### src/sdram_cmd_pkg.sv
// constants, command codes and state types for the sdram command/state logic
// assumes a single 125 MHz clock; all timing counts are in cycles of it
package sdram_cmd_pkg;
  localparam int NBANK     = 4;
  localparam int CLK_NS    = 8;
  localparam int BURST_LEN = 4;
  // least times in ns, rounded up to whole cycles; write recovery is given in cycles
  localparam int T_RCD_NS  = 18;
  localparam int T_RP_NS   = 18;
  localparam int T_RC_NS   = 60;
  localparam int T_RSC_NS  = 12;
  localparam int T_DPL_TCK = 2;
  localparam logic [3:0] RCD_CYC = 4'((T_RCD_NS + CLK_NS - 1) / CLK_NS);
  localparam logic [3:0] RP_CYC  = 4'((T_RP_NS + CLK_NS - 1) / CLK_NS);
  localparam logic [3:0] RC_CYC  = 4'((T_RC_NS + CLK_NS - 1) / CLK_NS);
  localparam logic [3:0] RSC_CYC = 4'((T_RSC_NS + CLK_NS - 1) / CLK_NS);
  localparam logic [3:0] DPL_CYC = 4'(T_DPL_TCK);
  localparam logic [3:0] BL_CYC  = 4'(BURST_LEN);
  localparam int AUTO_CLOSE_BIT = 10;
  localparam int FIFO_DEPTH     = 16;
  localparam int FIFO_WIDTH     = 42;
  localparam logic [11:0] MODE_WORD_RST = 12'h000;
  // {row strobe, column strobe, write enable} with chip select low
  localparam logic [2:0] CMD_NOP   = 3'h7;
  localparam logic [2:0] CMD_HALT  = 3'h6;
  localparam logic [2:0] CMD_READ  = 3'h5;
  localparam logic [2:0] CMD_WRITE = 3'h4;
  localparam logic [2:0] CMD_OPEN  = 3'h3;
  localparam logic [2:0] CMD_CLOSE = 3'h2;
  localparam logic [2:0] CMD_REF   = 3'h1;
  localparam logic [2:0] CMD_MODE  = 3'h0;

  typedef enum logic [3:0] {
    BK_IDLE        = 4'h0,
    BK_ACTIVATING  = 4'h1,
    BK_ROW_ACTIVE  = 4'h3,
    BK_READ        = 4'h2,
    BK_WRITE       = 4'h6,
    BK_WR_RECOV    = 4'h7,
    BK_PRECHARGING = 4'h5,
    BK_READ_AC     = 4'h4,
    BK_WRITE_AC    = 4'hC,
    BK_WR_RECOV_AC = 4'hD,
    BK_REFRESHING  = 4'hF,
    BK_MODE_ACCESS = 4'hE
  } bank_state_t;

  typedef enum logic [2:0] {
    DEV_NORMAL       = 3'h0,
    DEV_SUSPEND      = 3'h1,
    DEV_POWER_DOWN   = 3'h3,
    DEV_SELF_REFRESH = 3'h2,
    DEV_SELF_RECOV   = 3'h6
  } dev_mode_t;
endpackage : sdram_cmd_pkg

### src/sdram_cmd_state.sv
// command decode and per-bank state sequencing of a four-bank sdram
// assumes commands and the clock gate are synchronous to clk_sys
// Overview of operation
// RULE_01: command is decoded from strobes and chip select sampled at rising edge
// RULE_02: fixed three-bit encoding of no-op, halt, read, write, open, close, refresh, mode
// RULE_03: legality of a command is judged against the bank the bank bits address
// RULE_04: refresh with gate high auto refreshes; with gate falling enters self refresh
// RULE_05: all idle with gate low enters power down, input buffers disabled
// RULE_06: row active read or write starts burst, bit ten picks auto-close
// RULE_07: controller keeps minimum row-open time before closing a bank
// RULE_08: burst halt stops a plain burst at once, bank back to row active
// RULE_09: idle cycles during read burst let it end, then row active
// RULE_10: new read during read burst ends old burst and starts new one
// RULE_11: write during read burst ends the read and starts the write
// RULE_12: controller masks write data not meeting write-to-close delay
// RULE_13: idle cycles during plain write burst end it into write recovery
// RULE_14: auto-close read finishes then precharges; other commands illegal
// RULE_15: auto-close write recovers then precharges; other commands illegal
// RULE_16: precharging goes idle after close-to-open delay; close is no-op there
// RULE_17: write recovery goes row active after delay; read or write accepted
// RULE_18: auto-close recovery precharges after delay; halt no-op, rest illegal
// RULE_19: auto refresh back to idle after row cycle time; only idle cmds meanwhile
// RULE_20: controller keeps open-to-open delay between banks
// RULE_21: self refresh held while gate low; exit with idle cmd plus row cycle time
// RULE_22: power down held while gate low; gate rising returns to idle
// RULE_23: self refresh only from all idle; power down from all idle or row active
// RULE_24: otherwise gate falling suspends next cycle, rising resumes next cycle
// RULE_25: controller counts all row timing delays per bank
`timescale 1ns/1ps
module sdram_cmd_state
  import sdram_cmd_pkg::*;
(
  input  wire logic                  clk_sys,
  input  wire logic                  sys_rst,
  input  wire logic                  cke,
  input  wire logic                  cs_n,
  input  wire logic                  ras_n,
  input  wire logic                  cas_n,
  input  wire logic                  we_n,
  input  wire logic [1:0]            ba,
  input  wire logic [11:0]           addr,
  input  wire logic [31:0]           dq_in,
  output logic      [15:0]           bank_states,
  output logic      [2:0]            dev_mode,
  output logic                       illegal_cmd,
  output logic                       input_buf_en,
  output logic      [11:0]           mode_word,
  output logic                       store_ready,
  output logic                       beat_valid,
  input  wire logic                  beat_ready,
  output logic      [FIFO_WIDTH-1:0] beat_data
);
  bank_state_t st_reg   [NBANK];
  bank_state_t st_next  [NBANK];
  logic [3:0]  cnt_reg  [NBANK];
  logic [3:0]  cnt_next [NBANK];
  dev_mode_t   mode_reg;
  dev_mode_t   mode_next;
  logic [3:0]  dcnt_reg;
  logic [3:0]  dcnt_next;
  logic [7:0]  wcol_reg;
  logic [7:0]  wcol_next;
  logic [1:0]  wbank_reg;
  logic [1:0]  wbank_next;
  logic [11:0] mode_word_reg;
  logic [11:0] mode_word_next;
  logic        illegal_next;
  logic        buf_en_next;
  logic        cke_q_reg;
  logic        run;
  logic        all_idle;
  logic        rest_ok;
  logic        idle_cmd;
  logic [2:0]  cmd;
  logic        push;
  logic [7:0]  push_col;
  logic [1:0]  push_bank;

  function automatic bank_state_t follow_state(input bank_state_t s);
    case (s)
      BK_ACTIVATING, BK_WR_RECOV, BK_READ: follow_state = BK_ROW_ACTIVE;
      BK_READ_AC, BK_WR_RECOV_AC:          follow_state = BK_PRECHARGING;
      BK_WRITE:                            follow_state = BK_WR_RECOV;
      BK_WRITE_AC:                         follow_state = BK_WR_RECOV_AC;
      default:                             follow_state = BK_IDLE;
    endcase
  endfunction : follow_state

  function automatic logic [3:0] load_count(input bank_state_t s);
    case (s)
      BK_PRECHARGING: load_count = RP_CYC - 4'h1;
      BK_WR_RECOV,
      BK_WR_RECOV_AC: load_count = DPL_CYC - 4'h1;
      default:        load_count = 4'h0;
    endcase
  endfunction : load_count

  function automatic logic is_timed(input bank_state_t s);
    is_timed = (s != BK_IDLE) && (s != BK_ROW_ACTIVE);
  endfunction : is_timed

  function automatic logic is_plain_burst(input bank_state_t s);
    is_plain_burst = (s == BK_READ) || (s == BK_WRITE);
  endfunction : is_plain_burst

  assign cmd      = {ras_n, cas_n, we_n}; // [RULE_01] [RULE_02]
  assign idle_cmd = cs_n || (ras_n && cas_n);
  assign run      = (mode_reg == DEV_NORMAL);

  always_comb begin
    all_idle = 1'b1;
    rest_ok  = 1'b1;
    for (int i = 0; i < NBANK; i++) begin
      if (st_reg[i] != BK_IDLE) all_idle = 1'b0;
      if (st_next[i] != BK_IDLE && st_next[i] != BK_ROW_ACTIVE) rest_ok = 1'b0;
    end
  end

  // bank sequencing and command effects
  always_comb begin
    st_next        = st_reg;
    cnt_next       = cnt_reg;
    wcol_next      = wcol_reg;
    wbank_next     = wbank_reg;
    mode_word_next = mode_word_reg;
    illegal_next   = 1'b0;
    push           = 1'b0;
    push_col       = wcol_reg;
    push_bank      = wbank_reg;
    if (run) begin
      for (int i = 0; i < NBANK; i++) begin
        if (st_reg[i] == BK_WRITE || st_reg[i] == BK_WRITE_AC) begin
          push      = 1'b1;
          wcol_next = wcol_reg + 8'h01;
        end
        if (is_timed(st_reg[i])) begin
          if (cnt_reg[i] <= 4'h1) begin // [RULE_09] [RULE_13] [RULE_16] [RULE_17] [RULE_18]
            st_next[i]  = follow_state(st_reg[i]);
            cnt_next[i] = load_count(follow_state(st_reg[i]));
          end else begin
            cnt_next[i] = cnt_reg[i] - 4'h1;
          end
        end
      end
      if (!cs_n) begin
        case (cmd)
          CMD_READ, CMD_WRITE: begin
            case (st_reg[ba]) // [RULE_03]
              BK_ROW_ACTIVE, BK_READ, BK_WRITE, BK_WR_RECOV: begin // [RULE_06] [RULE_10] [RULE_11] [RULE_17]
                if (cmd == CMD_READ) begin
                  st_next[ba] = addr[AUTO_CLOSE_BIT] ? BK_READ_AC : BK_READ;
                end else begin
                  st_next[ba] = addr[AUTO_CLOSE_BIT] ? BK_WRITE_AC : BK_WRITE;
                  push        = 1'b1;
                  push_col    = addr[7:0];
                  push_bank   = ba;
                  wcol_next   = addr[7:0] + 8'h01;
                  wbank_next  = ba;
                end
                cnt_next[ba] = BL_CYC - 4'h1;
              end
              default: illegal_next = 1'b1; // [RULE_14] [RULE_15]
            endcase
          end
          CMD_HALT: begin
            for (int i = 0; i < NBANK; i++) begin
              if (is_plain_burst(st_reg[i])) begin // [RULE_08]
                st_next[i]  = BK_ROW_ACTIVE;
                cnt_next[i] = 4'h0;
                push        = 1'b0;
              end
            end
            case (st_reg[ba])
              BK_ACTIVATING, BK_PRECHARGING, BK_READ_AC,
              BK_WRITE_AC, BK_MODE_ACCESS: illegal_next = 1'b1;
              default: ;
            endcase
          end
          CMD_OPEN: begin
            if (st_reg[ba] == BK_IDLE) begin
              st_next[ba]  = BK_ACTIVATING;
              cnt_next[ba] = RCD_CYC - 4'h1;
            end else begin
              illegal_next = 1'b1;
            end
          end
          CMD_CLOSE: begin
            for (int i = 0; i < NBANK; i++) begin
              if (addr[AUTO_CLOSE_BIT] || ba == 2'(i)) begin
                case (st_reg[i])
                  BK_ROW_ACTIVE, BK_READ, BK_WRITE: begin
                    st_next[i]  = BK_PRECHARGING;
                    cnt_next[i] = RP_CYC - 4'h1;
                    if (st_reg[i] == BK_WRITE) push = 1'b0;
                  end
                  BK_IDLE, BK_PRECHARGING: ; // [RULE_16]
                  default: illegal_next = 1'b1;
                endcase
              end
            end
          end
          CMD_REF: begin
            if (!all_idle) begin
              illegal_next = 1'b1;
            end else if (cke) begin // [RULE_04] [RULE_19]
              for (int i = 0; i < NBANK; i++) begin
                st_next[i]  = BK_REFRESHING;
                cnt_next[i] = RC_CYC - 4'h1;
              end
            end
          end
          CMD_MODE: begin
            if (all_idle) begin
              mode_word_next = addr;
              for (int i = 0; i < NBANK; i++) begin
                st_next[i]  = BK_MODE_ACCESS;
                cnt_next[i] = RSC_CYC - 4'h1;
              end
            end else begin
              illegal_next = 1'b1;
            end
          end
          default: ;
        endcase
        if (cmd != CMD_NOP && cmd != CMD_HALT) begin
          for (int i = 0; i < NBANK; i++) begin
            if (st_reg[i] == BK_REFRESHING) illegal_next = 1'b1; // [RULE_19]
          end
        end
      end
    end
  end

  // clock gate handling
  logic illegal_gate;
  always_comb begin
    mode_next    = mode_reg;
    dcnt_next    = dcnt_reg;
    illegal_gate = 1'b0;
    case (mode_reg)
      DEV_NORMAL: begin
        if (!cke) begin
          if (all_idle && !cs_n && cmd == CMD_REF) begin
            mode_next = DEV_SELF_REFRESH; // [RULE_04] [RULE_23]
          end else if (rest_ok) begin
            mode_next = DEV_POWER_DOWN; // [RULE_05] [RULE_23]
          end else begin
            mode_next = DEV_SUSPEND; // [RULE_24]
          end
        end
      end
      DEV_SUSPEND, DEV_POWER_DOWN: begin
        if (cke) mode_next = DEV_NORMAL; // [RULE_22] [RULE_24]
      end
      DEV_SELF_REFRESH: begin
        if (cke) begin
          if (idle_cmd) begin // [RULE_21]
            mode_next = DEV_SELF_RECOV;
            dcnt_next = RC_CYC - 4'h1;
          end else begin
            illegal_gate = 1'b1;
          end
        end
      end
      DEV_SELF_RECOV: begin
        if (!cke || !idle_cmd) illegal_gate = 1'b1;
        if (dcnt_reg <= 4'h1) begin
          mode_next = DEV_NORMAL; // [RULE_21]
        end else begin
          dcnt_next = dcnt_reg - 4'h1;
        end
      end
      default: mode_next = DEV_NORMAL;
    endcase
    buf_en_next = (mode_next != DEV_POWER_DOWN) && (mode_next != DEV_SELF_REFRESH);
  end

  always_ff @(posedge clk_sys) begin
    if (sys_rst) begin
      for (int i = 0; i < NBANK; i++) begin
        st_reg[i]  <= BK_IDLE;
        cnt_reg[i] <= 4'h0;
      end
    end else begin
      st_reg  <= st_next;
      cnt_reg <= cnt_next;
    end
  end

  always_ff @(posedge clk_sys) begin
    if (sys_rst) begin
      mode_reg     <= DEV_NORMAL;
      dcnt_reg     <= 4'h0;
      cke_q_reg    <= 1'b1;
      input_buf_en <= 1'b1;
      illegal_cmd  <= 1'b0;
    end else begin
      mode_reg     <= mode_next;
      dcnt_reg     <= dcnt_next;
      cke_q_reg    <= cke;
      input_buf_en <= buf_en_next;
      illegal_cmd  <= illegal_next || illegal_gate;
    end
  end

  always_ff @(posedge clk_sys) begin
    if (sys_rst) begin
      wcol_reg      <= 8'h00;
      wbank_reg     <= 2'h0;
      mode_word_reg <= MODE_WORD_RST;
    end else begin
      wcol_reg      <= wcol_next;
      wbank_reg     <= wbank_next;
      mode_word_reg <= mode_word_next;
    end
  end

  assign bank_states = {st_reg[3], st_reg[2], st_reg[1], st_reg[0]};
  assign dev_mode    = mode_reg;
  assign mode_word   = mode_word_reg;

  store_fifo #(
    .WIDTH (FIFO_WIDTH),
    .DEPTH (FIFO_DEPTH)
  ) u_store_fifo (
    .clk_sys   (clk_sys),
    .sys_rst   (sys_rst),
    .in_valid  (push),
    .in_ready  (store_ready),
    .in_data   ({push_bank, push_col, dq_in}),
    .out_valid (beat_valid),
    .out_ready (beat_ready),
    .out_data  (beat_data)
  );

  // checks
  logic open0;
  logic read_ac0;
  assign open0    = run && !cs_n && cmd == CMD_OPEN && ba == 2'h0 && st_reg[0] == BK_IDLE;
  assign read_ac0 = run && !cs_n && cmd == CMD_READ && addr[AUTO_CLOSE_BIT] && ba == 2'h0
                    && st_reg[0] == BK_ROW_ACTIVE;
endmodule : sdram_cmd_state

### src/store_fifo.sv
// first-in first-out buffer for write beats, flip-flop storage
// assumes one clock and a synchronous active-high reset
`timescale 1ns/1ps
module store_fifo #(
  parameter int WIDTH = 42,
  parameter int DEPTH = 16
) (
  input  wire logic             clk_sys,
  input  wire logic             sys_rst,
  input  wire logic             in_valid,
  output logic                  in_ready,
  input  wire logic [WIDTH-1:0] in_data,
  output logic                  out_valid,
  input  wire logic             out_ready,
  output logic      [WIDTH-1:0] out_data
);
  localparam int AW = $clog2(DEPTH);
  localparam logic [AW:0] FULL_CNT = (AW+1)'(DEPTH);

  logic [WIDTH-1:0] mem_reg [DEPTH];
  logic [AW-1:0]    wr_ptr_reg;
  logic [AW-1:0]    rd_ptr_reg;
  logic [AW:0]      count_reg;
  logic [AW:0]      count_next;
  logic             full_reg;
  logic             empty_reg;
  logic             do_push;
  logic             do_pop;

  assign do_push   = in_valid && !full_reg;
  assign do_pop    = out_ready && !empty_reg;
  assign in_ready  = !full_reg;
  assign out_valid = !empty_reg;
  assign out_data  = mem_reg[rd_ptr_reg];

  always_comb begin
    count_next = count_reg;
    if (do_push && !do_pop) begin
      count_next = count_reg + 1'b1;
    end else if (do_pop && !do_push) begin
      count_next = count_reg - 1'b1;
    end
  end

  always_ff @(posedge clk_sys) begin
    if (sys_rst) begin
      wr_ptr_reg <= '0;
      rd_ptr_reg <= '0;
      count_reg  <= '0;
      full_reg   <= 1'b0;
      empty_reg  <= 1'b1;
    end else begin
      if (do_push) wr_ptr_reg <= wr_ptr_reg + 1'b1;
      if (do_pop) rd_ptr_reg <= rd_ptr_reg + 1'b1;
      count_reg <= count_next;
      full_reg  <= (count_next == FULL_CNT);
      empty_reg <= (count_next == '0);
    end
  end

  always_ff @(posedge clk_sys) begin
    if (do_push) mem_reg[wr_ptr_reg] <= in_data;
  end
endmodule : store_fifo

### config.mk
export PLATFORM = sky130hd
export DESIGN_NAME = sdram_cmd_state
export DESIGN_NICKNAME = d
export VERILOG_FILES = /design/src/sdram_cmd_pkg.sv /design/src/sdram_cmd_state.sv /design/src/store_fifo.sv
export SDC_FILE = /design/constraint.sdc
export NUM_CORES = 1
export LEC_CHECK = 0
export BUFFER_PORTS_ARGS = -buffer_cell sky130_fd_sc_hd__buf_2
export CORE_ASPECT_RATIO = 1.1
export CORE_UTILIZATION = 60
export CTS_CLUSTER_DIAMETER = 40
export CTS_CLUSTER_SIZE = 40
export DETAILED_ROUTE_END_ITERATION = 10
export HOLD_SLACK_MARGIN = 0.15
export MAX_ROUTING_LAYER = met4
export PLACE_DENSITY_LB_ADDON = 0.08
export SLEW_MARGIN = 20
export SYNTH_ARGS = -nofsm -noshare
export SYNTH_HDL_FRONTEND = slang
export SYNTH_SLANG_ARGS = --single-unit
### constraint.sdc
create_clock -name clk_sys -period 11 [get_ports clk_sys]
set_clock_uncertainty 0.15 [all_clocks]
set_input_delay 0.55 -clock clk_sys [delete_from_list [all_inputs] [get_ports clk_sys]]
set_output_delay 0.55 -clock clk_sys [all_outputs]
set_load 0.03 [all_outputs]
==> flow_summary_export.csv, run 1 <==
group,metric,value,unit
timing,setup_violations,0,
status,status,"finished, final reports clean",
clock_tree,numCtsBuffers,85,
grt,grt_use_total,29.5,%
logic_synthesis,syn_nets,1940,
routing,drtIter0Drc,1609,
timing,hold_ws,0.186,ns
grt,gr-total-overflow,0,
critical_path,crit_buf_inv,3,
final_layout,antenna_cells,0,
critical_path,required,10.30,ns
min_path,hold_depth,1,
logic_synthesis,syn_area_per_cell,17.0,µm²
critical_path,arrival,4.35,ns
power_and_ir_drop,p_comb_share,17.6,%
critical_path,path_max_fanout,71,
logic_synthesis,synth-seq-cells,754,
power_and_ir_drop,pwr_density_cell,211,mW/mm²
routing,routed_wl,75500,µm
clock_tree,cts_tree,"built",
logic_synthesis,synth_common_cells,"edfxtp_1, mux4_2, nor2_1, nand2_1, clkbuf_1",
timing,slew_viol_final,0,
job,maxCapViolCount,0,
final_layout,fillers,3258,
final_layout,final_util,70.3,%
power_and_ir_drop,p_leak,11.7,nW
final_layout,seq_area,0.0218,mm²
place,port_buffers,130,
timing,finalHoldViolCount,0,
timing,tns,0,ns
floorplan,io_pins,131,
final_layout,fin_area,0.0368,mm²
clock_tree,cts.sinks,754,
routing,drc,0,
clock_tree,ctsHoldBuffers,33,
final_layout,multi_input_area,0.00944,mm²
critical_path,cp_num_cells,5,
logic_synthesis,synthTopCellsByArea,"edfxtp_1, mux4_2, dfxtp_1",
critical_path,cpMaxStageDelayCell,"buf_4",
logic_synthesis,synth_cells,1867,
power_and_ir_drop,intPower,0.00557,W
timing,fmax,198,MHz
logic_synthesis,yosys.area.top_type,"edfxtp_1",
clock_tree,clockBufferDepth,3,
routing,vias_per_cell,6.51,
final_layout,final_layout_size_suffix_gt1_share,28.1,%
critical_path,reg2reg_depth,8,
routing,drt-wirelength-per-cell,27.1,µm
routing,vias,18100,
critical_path,crit_chain,"buf_4, buf_4, mux4_2, mux4_2, buf_2",
critical_path,path_class,"reg -> out",
floorplan,num_rows,88,
logic_synthesis,synth_seq_area_share,68.8,%
floorplan,core,0.0523,mm²
floorplan,fp.dieH,243,µm
clock_tree,clk_latency,0.63,ns
critical_path,cp-start-kind,"register",
timing,finalCriticalPeriod,5.05,ns
power_and_ir_drop,p_switching,0.00221,W
place,place_hpwl,44200,µm
logic_synthesis,ys.flop_type,"edfxtp_1",
logic_synthesis,syn_area,0.0317,mm²
power_and_ir_drop,pwr-share-clk,40.0,%
grt,grt_pass1_vias,18400,
power_and_ir_drop,p_sw_share,28.4,%
floorplan,start_util,60.7,%
critical_path,slowest_delay,0.94,ns
clock_tree,cts.clk_slew.worst_paths,0.07,ns
clock_tree,ctsHtreeMaxLevel,3,
power_and_ir_drop,ir_drop,0.184,mV
logic_synthesis,synth-edff-count,672,
min_path,hp-class,"in -> reg",
final_layout,num-nets-final,2108,
logic_synthesis,async_flop_share,0,%
grt,grt_max_degree,125,
logic_synthesis,yosysMostFrequentCell,"edfxtp_1",
logic_synthesis,synth_cell_type_count,78,
logic_synthesis,synth_top_area_share,63.6,%
place,dpl_cell_area,0.0332,mm²
clock_tree,cts_resized,0,
timing,rsz0062_at_grt,"false",
timing,min_period_over_period,45.9,%
grt,antenna_found_initial,0,
final_layout,largest_reg_flops,672,
final_layout,syn_to_final_growth,15.9,%
power_and_ir_drop,pwr-share-seq,42.4,%
logic_synthesis,yosys_warnings,0,
timing,worst_slew_pin_slew,1.11,ns
grt,grt_pass1_wl,114000,µm
routing,drtAntennaViolNets,0,
routing,drt_pre_antenna_iters,8,
place,routabilityCongestion,0.915,
critical_path,cpLargestDelayFamily,"buffers and inverters",
clock_tree,post_cts_buffers,0,
power_and_ir_drop,power,0.00777,W
critical_path,critPathCaptureType,"output pin",
floorplan,die_w,221,µm
timing,relSlewSlack,25.7,%
floorplan,dieArea,0.0538,mm²
clock_tree,root_buffer,"clkbuf_16",
-- per-layer routing --
metal / GRT usage [%] / vias to the layer above / wire [µm]
met5: - / - / 0
met4: 10.0 / 0 / 2210
met3: 4.65 / 138 / 4600
met2: 46.2 / 688 / 37200
met1: 39.9 / 9383 / 31500
li1: - / 7909 / -
-- final cells by class --
type	count	share of cell area, %
inverter	27	0.276
clock buffer	90	6.07
timing repair buffer	204	3.65
sequential	754	59.4
clock inverter	69	2.66
multi-input combinational	963	25.7
tap	675	2.30
-- power groups by stage --
stage	Sequential, W	Combinational [W]	Clock (W)
2_1_floorplan	0.00331	0.00101	0
3_3_place_gp	0.00335	0.00133	0
3_5_place_dp	0.00336	0.00134	0
4_1_cts	0.00329	0.00136	0.00315
5_1_grt	0.00331	0.00147	0.00327
6_report	0.00330	0.00137	0.00311
-- metrics by stage --
step | worst slack, ns | cells
floorplan | 4.88 | 1867
global placement | 5.90 | 2588
detailed placement | 5.83 | 2588
CTS | 5.85 | 2780
global route | 5.78 | 2782
finish | 5.95 | 2782
-- final timing paths --
| check | startpoint | end | slack [ns] |
|---|---|---|---|
| worst max-delay path | register | beat_data[41] | 5.95 |
| worst max register to register | bank_states[15]$_SDFF_PP0_ | u_store_fifo.mem_reg[4][6]$_DFFE_PP_ | 6.18 |
| worst min register to register | mode_word[2]$_SDFFE_PP0P_ | mode_word[2]$_SDFFE_PP0P_ | 0.31 |
| worst min-delay path | dq_in[18] | u_store_fifo.mem_reg[4][18]$_DFFE_PP_ | 0.19 |
-- cells by family after synthesis --
family | synth area share (%)
flip-flops | 68.8
AND/OR/NAND/NOR | 6.61
AO/OA/AOI/OAI | 5.44
multiplexers | 15.8
buffers and inverters | 1.86
XOR/XNOR | 0.801
adder cells (fa/ha/maj) | 0.749
-- placed cells by master (no fill, tap or decap), drive strengths merged, types with 5 or more instances in the layout --
master       Yosys  layout
a211oi          12      12
a21oi           71      71
a221oi           6       6
a22oi           11      11
a31oi           12      12
a32oi           11      11
and3            13      13
buf             35     171
bufinv           0      11
clkbuf          88      90
clkinv           0      29
dfxtp           82      82
dlygate4sd3      0      33
edfxtp         672     672
ha              19      19
inv             27      54
mux2            11      11
mux2i            6       6
mux4           214     214
nand2           92      92
nand2b          20      20
nand3           25      25
nand4           19      19
nor2           121     121
nor2b           26      26
nor3            42      42
nor3b           10      10
nor4            12      12
o211ai           8       8
o21ai           55      55
o22ai           11      11
o31ai            9       9
or2             10      10
or3              7       7
or4              5       5
xnor2           15      15
xor2            14      14
(Power assumes the default switching activity.)
==> run 2, diff against run 1 <==
Settings changed: CORE_UTILIZATION 60 to 56.
Clock period 11 ns to 4.5 ns, I/O delays scaled along.
==> flow_summary_export.csv, run 2 (synthesis results as in run 1) <==
group,metric,value,unit
floorplan,io_pins,131,
clock_tree,ctsHtreeMaxLevel,3,
grt,use_met3,4.97,%
critical_path,reg2reg_to,"u_store_fifo.mem_reg[15][1]$_DFFE_PP_",
clock_tree,clockBufferDepth,3,
grt,antenna_found_initial,0,
clock_tree,cts_resized,0,
critical_path,path_class,"reg -> reg",
place,dp_cells,2683,
final_layout,final_common_cell,"edfxtp_1",
timing,finalCriticalPeriod,3.81,ns
grt,met1_usage,39.7,%
power_and_ir_drop,ir_drop,0.339,mV
min_path,whs_endpoint,"mode_word[8]$_SDFFE_PP0P_",
critical_path,critPathCaptureType,"register",
routing,vias_per_cell,6.39,
clock_tree,cts.clk_slew.worst_paths,0.06,ns
floorplan,start_util,56.6,%
final_layout,largest_reg_flops,672,
place,dpl_cell_area,0.0336,mm²
clock_tree,post_cts_buffers,0,
routing,vias,18500,
timing,hold_ws,0.226,ns
grt,grt_max_degree,82,
critical_path,required,4.62,ns
job,maxCapViolCount,0,
routing,drtAntennaViolNets,0,
clock_tree,root_buffer,"clkbuf_16",
status,status,"finished, final reports clean",
timing,rsz0062_at_grt,"false",
timing,slew_viol_final,0,
min_path,min_from,"addr[8]",
clock_tree,cts_tree,"built",
final_layout,num-nets-final,2155,
clock_tree,cts.sinks,754,
floorplan,die_w,229,µm
floorplan,num_rows,91,
routing,drt_pre_antenna_iters,6,
place,port_buffers,130,
grt,busiest_layer,"met2",
power_and_ir_drop,pwr_density_cell,510,mW/mm²
critical_path,reg2reg_from,"bank_states[11]$_SDFF_PP0_",
critical_path,path_max_fanout,24,
final_layout,final_cell_mix,"edfxtp_1, mux4_2, buf_2",
critical_path,cp-start-kind,"register",
timing,min_period_over_period,84.7,%
min_path,hp-class,"in -> reg",
clock_tree,clk_latency,0.64,ns
routing,drc,0,
floorplan,core,0.0560,mm²
timing,fmax,262,MHz
timing,relSlewSlack,13.4,%
routing,drt-wirelength-per-cell,26.7,µm
routing,routed_wl,77400,µm
floorplan,dieArea,0.0576,mm²
critical_path,r2r_slack,0.69,ns
place,place_hpwl,47500,µm
final_layout,final_layout_size_suffix_gt1_share,29.0,%
floorplan,fp.dieH,252,µm
timing,setup_violations,0,
timing,finalHoldViolCount,0,
grt,use_met2,42.2,%
power_and_ir_drop,p_leak,11.9,nW
clock_tree,numCtsBuffers,92,
grt,grt_pass1_wl,116000,µm
grt,gr-total-overflow,0,
critical_path,reg2reg_depth,8,
timing,worst_slew_pin_slew,1.30,ns
place,routabilityCongestion,1.00,
final_layout,fin_area,0.0373,mm²
grt,grt_pass1_vias,18400,
min_path,hold_depth,4,
final_layout,final_cells,2903,
grt,grt_use_total,28.1,%
final_layout,syn_to_final_growth,17.5,%
routing,drtIter0Drc,1817,
critical_path,arrival,3.93,ns
==> run 2: per-stage QoR <==
stage	setup TNS [ns]	setup WS, ns	power, W	utilization (%)
after detailed placement	0	0.596	0.0116	60.0
final	0	0.690	0.0190	66.5
after global placement	0	0.644	0.0116	60.0
after global routing	0	0.527	0.0197	66.5
after floorplan	-153.55	-0.401	0.0105	-
after CTS	0	0.721	0.0191	66.5
==> run 2: how the worst max path moves through the flow <==
| stage | startpoint | endpoint | slack (ns) | cells after the start |
|---|---|---|---|---|
| final | bank_states[11]$_SDFF_PP0_ | u_store_fifo.mem_reg[15][1]$_DFFE_PP_ | 0.69 | 8 |
| after detailed placement | ba[0] | u_store_fifo.mem_reg[15][11]$_DFFE_PP_ | 0.60 | 9 |
| after floorplan | bank_states[15]$_SDFF_PP0_ | u_store_fifo.mem_reg[7][0]$_DFFE_PP_ | -0.40 | 10 |
| after global placement | ba[0] | u_store_fifo.mem_reg[15][1]$_DFFE_PP_ | 0.64 | 9 |
| after global routing | bank_states[15]$_SDFF_PP0_ | u_store_fifo.mem_reg[15][3]$_DFFE_PP_ | 0.53 | 8 |
| after CTS | bank_states[11]$_SDFF_PP0_ | u_store_fifo.mem_reg[15][3]$_DFFE_PP_ | 0.72 | 8 |
==> run 2: final cells by class <==
class | count | area (µm²)
Antenna cell | 1 | 2.50
Clock buffer | 100 | 2410
Clock inverter | 70 | 753
Fill cell | 3828 | 18700
Inverter | 27 | 101
Multi-Input combinational cell | 963 | 9460
Sequential cell | 754 | 21800
Tap cell | 744 | 931
Timing Repair Buffer | 244 | 1780
==> run 2: repair_timing <==
action	in CTS	in global routing
hold endpoints to repair	684	0
hold buffers	49	0
endpoints found under the setup margin	0	0
==> run 2: worst max-delay path, cell delays in order, from the launching register on <==
cell and delay [ns]:
dfxtp_1 0.48, mux4_2 0.60, nand2b_4 0.18, or4_4 0.56
a21oi_2 0.19, o311a_1 0.32, nand2_1 0.33, nor2_4 0.19
buf_4 0.42
==> run 2: per-layer routing <==
layer  routed length (µm)  vias to the layer above
met5                    0                        -
met4                 1920                        0
met3                 5500                      117
met2                37000                      833
met1                33000                     9574
li1                     -                     8017
==> run 2: report_power, final <==
part	internal, W	switching [W]	leakage (nW)
logic	0.00144	0.00213	3.73
clock network	0.00436	0.00312	1.51
registers	0.00777	0.000186	6.61
==> run 3, diff against run 2 <==
Settings changed: CORE_UTILIZATION 56 to 60.
Clock period 4.5 ns to 3.74 ns, I/O delays scaled along.
==> flow_summary_export.csv, run 3 (synthesis results as in run 1) <==
group,metric,value,unit
place,port_buffers,130,
timing,setup_violations,0,
clock_tree,root_buffer,"clkbuf_16",
grt,grt_pass1_wl,121000,µm
timing,finalCriticalPeriod,3.44,ns
grt,antenna_found_initial,0,
final_layout,num-nets-final,2187,
timing,fmax,291,MHz
power_and_ir_drop,p_sw_share,29.1,%
floorplan,core,0.0523,mm²
critical_path,r2r_slack,0.30,ns
floorplan,fp.dieH,243,µm
floorplan,num_rows,88,
final_layout,syn_to_final_growth,18.9,%
final_layout,fin_area,0.0377,mm²
critical_path,path_max_fanout,42,
floorplan,dieArea,0.0538,mm²
timing,finalHoldViolCount,0,
final_layout,largest_reg_flops,672,
timing,min_period_over_period,91.9,%
min_path,hp-class,"in -> reg",
power_and_ir_drop,ir_drop,0.470,mV
final_layout,final_cells,2867,
clock_tree,cts_tree,"built",
floorplan,io_pins,131,
floorplan,start_util,60.7,%
clock_tree,cts.clk_slew.worst_paths,0.07,ns
clock_tree,clk_latency,0.65,ns
final_layout,final_cell_mix,"edfxtp_1, mux4_2, buf_2",
grt,grt_pass1_vias,19400,
critical_path,arrival,3.59,ns
job,maxCapViolCount,0,
final_layout,seq_area,0.0218,mm²
timing,worst_slew_pin_slew,0.845,ns
grt,grt_max_degree,45,
power_and_ir_drop,p_leak,12.1,nW
routing,drt-wirelength-per-cell,28.2,µm
routing,drtIter0Drc,2025,
timing,slew_viol_final,0,
clock_tree,post_cts_buffers,0,
place,routabilityCongestion,0.998,
timing,hold_ws,0.189,ns
final_layout,final_layout_size_suffix_gt1_share,30.4,%
floorplan,die_w,221,µm
clock_tree,numCtsBuffers,90,
power_and_ir_drop,pwr_density_cell,613,mW/mm²
power_and_ir_drop,p_comb_share,19.2,%
clock_tree,ctsHtreeMaxLevel,3,
grt,gr-total-overflow,0,
routing,drtAntennaViolNets,0,
power_and_ir_drop,power,0.0231,W
critical_path,critPathCaptureType,"register",
final_layout,fillers,3192,
power_and_ir_drop,pwr-share-clk,39.3,%
place,dpl_cell_area,0.0340,mm²
status,status,"finished, final reports clean",
routing,routed_wl,80900,µm
routing,vias_per_cell,6.57,
routing,drt_pre_antenna_iters,6,
timing,rsz0062_at_grt,"false",
power_and_ir_drop,intPower,0.0164,W
routing,drc,0,
power_and_ir_drop,pwr-share-seq,41.4,%
place,dp_cells,2648,
final_layout,final_common_cell,"edfxtp_1",
timing,relSlewSlack,43.2,%
routing,vias,18800,
final_layout,multi_input_area,0.00954,mm²
critical_path,cp-start-kind,"register",
critical_path,path_class,"reg -> reg",
critical_path,required,3.89,ns
power_and_ir_drop,p_switching,0.00674,W
grt,grt_use_total,31.7,%
place,place_hpwl,50200,µm
clock_tree,cts.sinks,754,
clock_tree,clockBufferDepth,3,
[run 3: cell types whose count changed in the layout (fill, tap and decap cells not counted), sizes merged]
cell and delta:
buf +34, inv -2, clkbuf -6, clkinv +17
clkinvlp -11, bufinv +1
[run 3: metrics by stage]
stage / utilization [%] / setup TNS, ns / setup slack [ns]
2_1_floorplan: - / -27.99 / -0.171
3_3_place_gp: 65.0 / 0 / 0.276
3_5_place_dp: 65.0 / 0 / 0.252
4_1_cts: 72.1 / 0 / 0.267
5_1_grt: 72.1 / 0 / 0.176
6_report: 72.1 / 0 / 0.302
[run 3: worst paths after layout]
check | cells after the start | to | start
worst max-delay path | 9 | u_store_fifo.mem_reg[3][4]$_DFFE_PP_ | bank_states[3]$_SDFF_PP0_
worst min-delay path | 4 | mode_word[9]$_SDFFE_PP0P_ | addr[9]
worst max register to register | 9 | u_store_fifo.mem_reg[3][4]$_DFFE_PP_ | bank_states[3]$_SDFF_PP0_
worst min register to register | 2 | mode_word[0]$_SDFFE_PP0P_ | mode_word[0]$_SDFFE_PP0P_
[run 3: final cells by class]
class	count	area share [%]
antenna	1	0.00663
clock buffer	94	6.12
clock inverter	75	2.46
inverter	27	0.269
multi-input combinational	963	25.3
sequential	754	57.9
tap	675	2.24
timing repair buffer	278	5.72
[run 3: repair_timing]
item,4_1_cts,5_1_grt
endpoints found under the hold margin,704,0
hold buffers,49,0
gates resized for setup,0,0
[run 3: critical path, cell delays in order (launching register included)]
cell and delay (ns):
dfxtp_4 0.42, mux4_2 0.51, nand2b_4 0.19, or4_4 0.50, a21oi_2 0.22, o311a_1 0.28
buf_12 0.20, nand2_8 0.10, nor3_4 0.21, buf_12 0.29
[run 3: power by group through the flow]
stage | combinational, W | sequential [W] | clock [W]
6_report | 0.00445 | 0.00959 | 0.00910
4_1_cts | 0.00443 | 0.00958 | 0.00923
5_1_grt | 0.00476 | 0.00961 | 0.00953
3_5_place_dp | 0.00436 | 0.00976 | 0
2_1_floorplan | 0.00300 | 0.00972 | 0
3_3_place_gp | 0.00433 | 0.00975 | 0
[run 3: per-layer routing]
| layer | share of wire (%) | global-route usage, % |
|---|---|---|
| met5 | 0 | - |
| met4 | 2.8 | 11.0 |
| met3 | 7.8 | 4.82 |
| met2 | 50 | 50.9 |
| met1 | 39 | 41.8 |
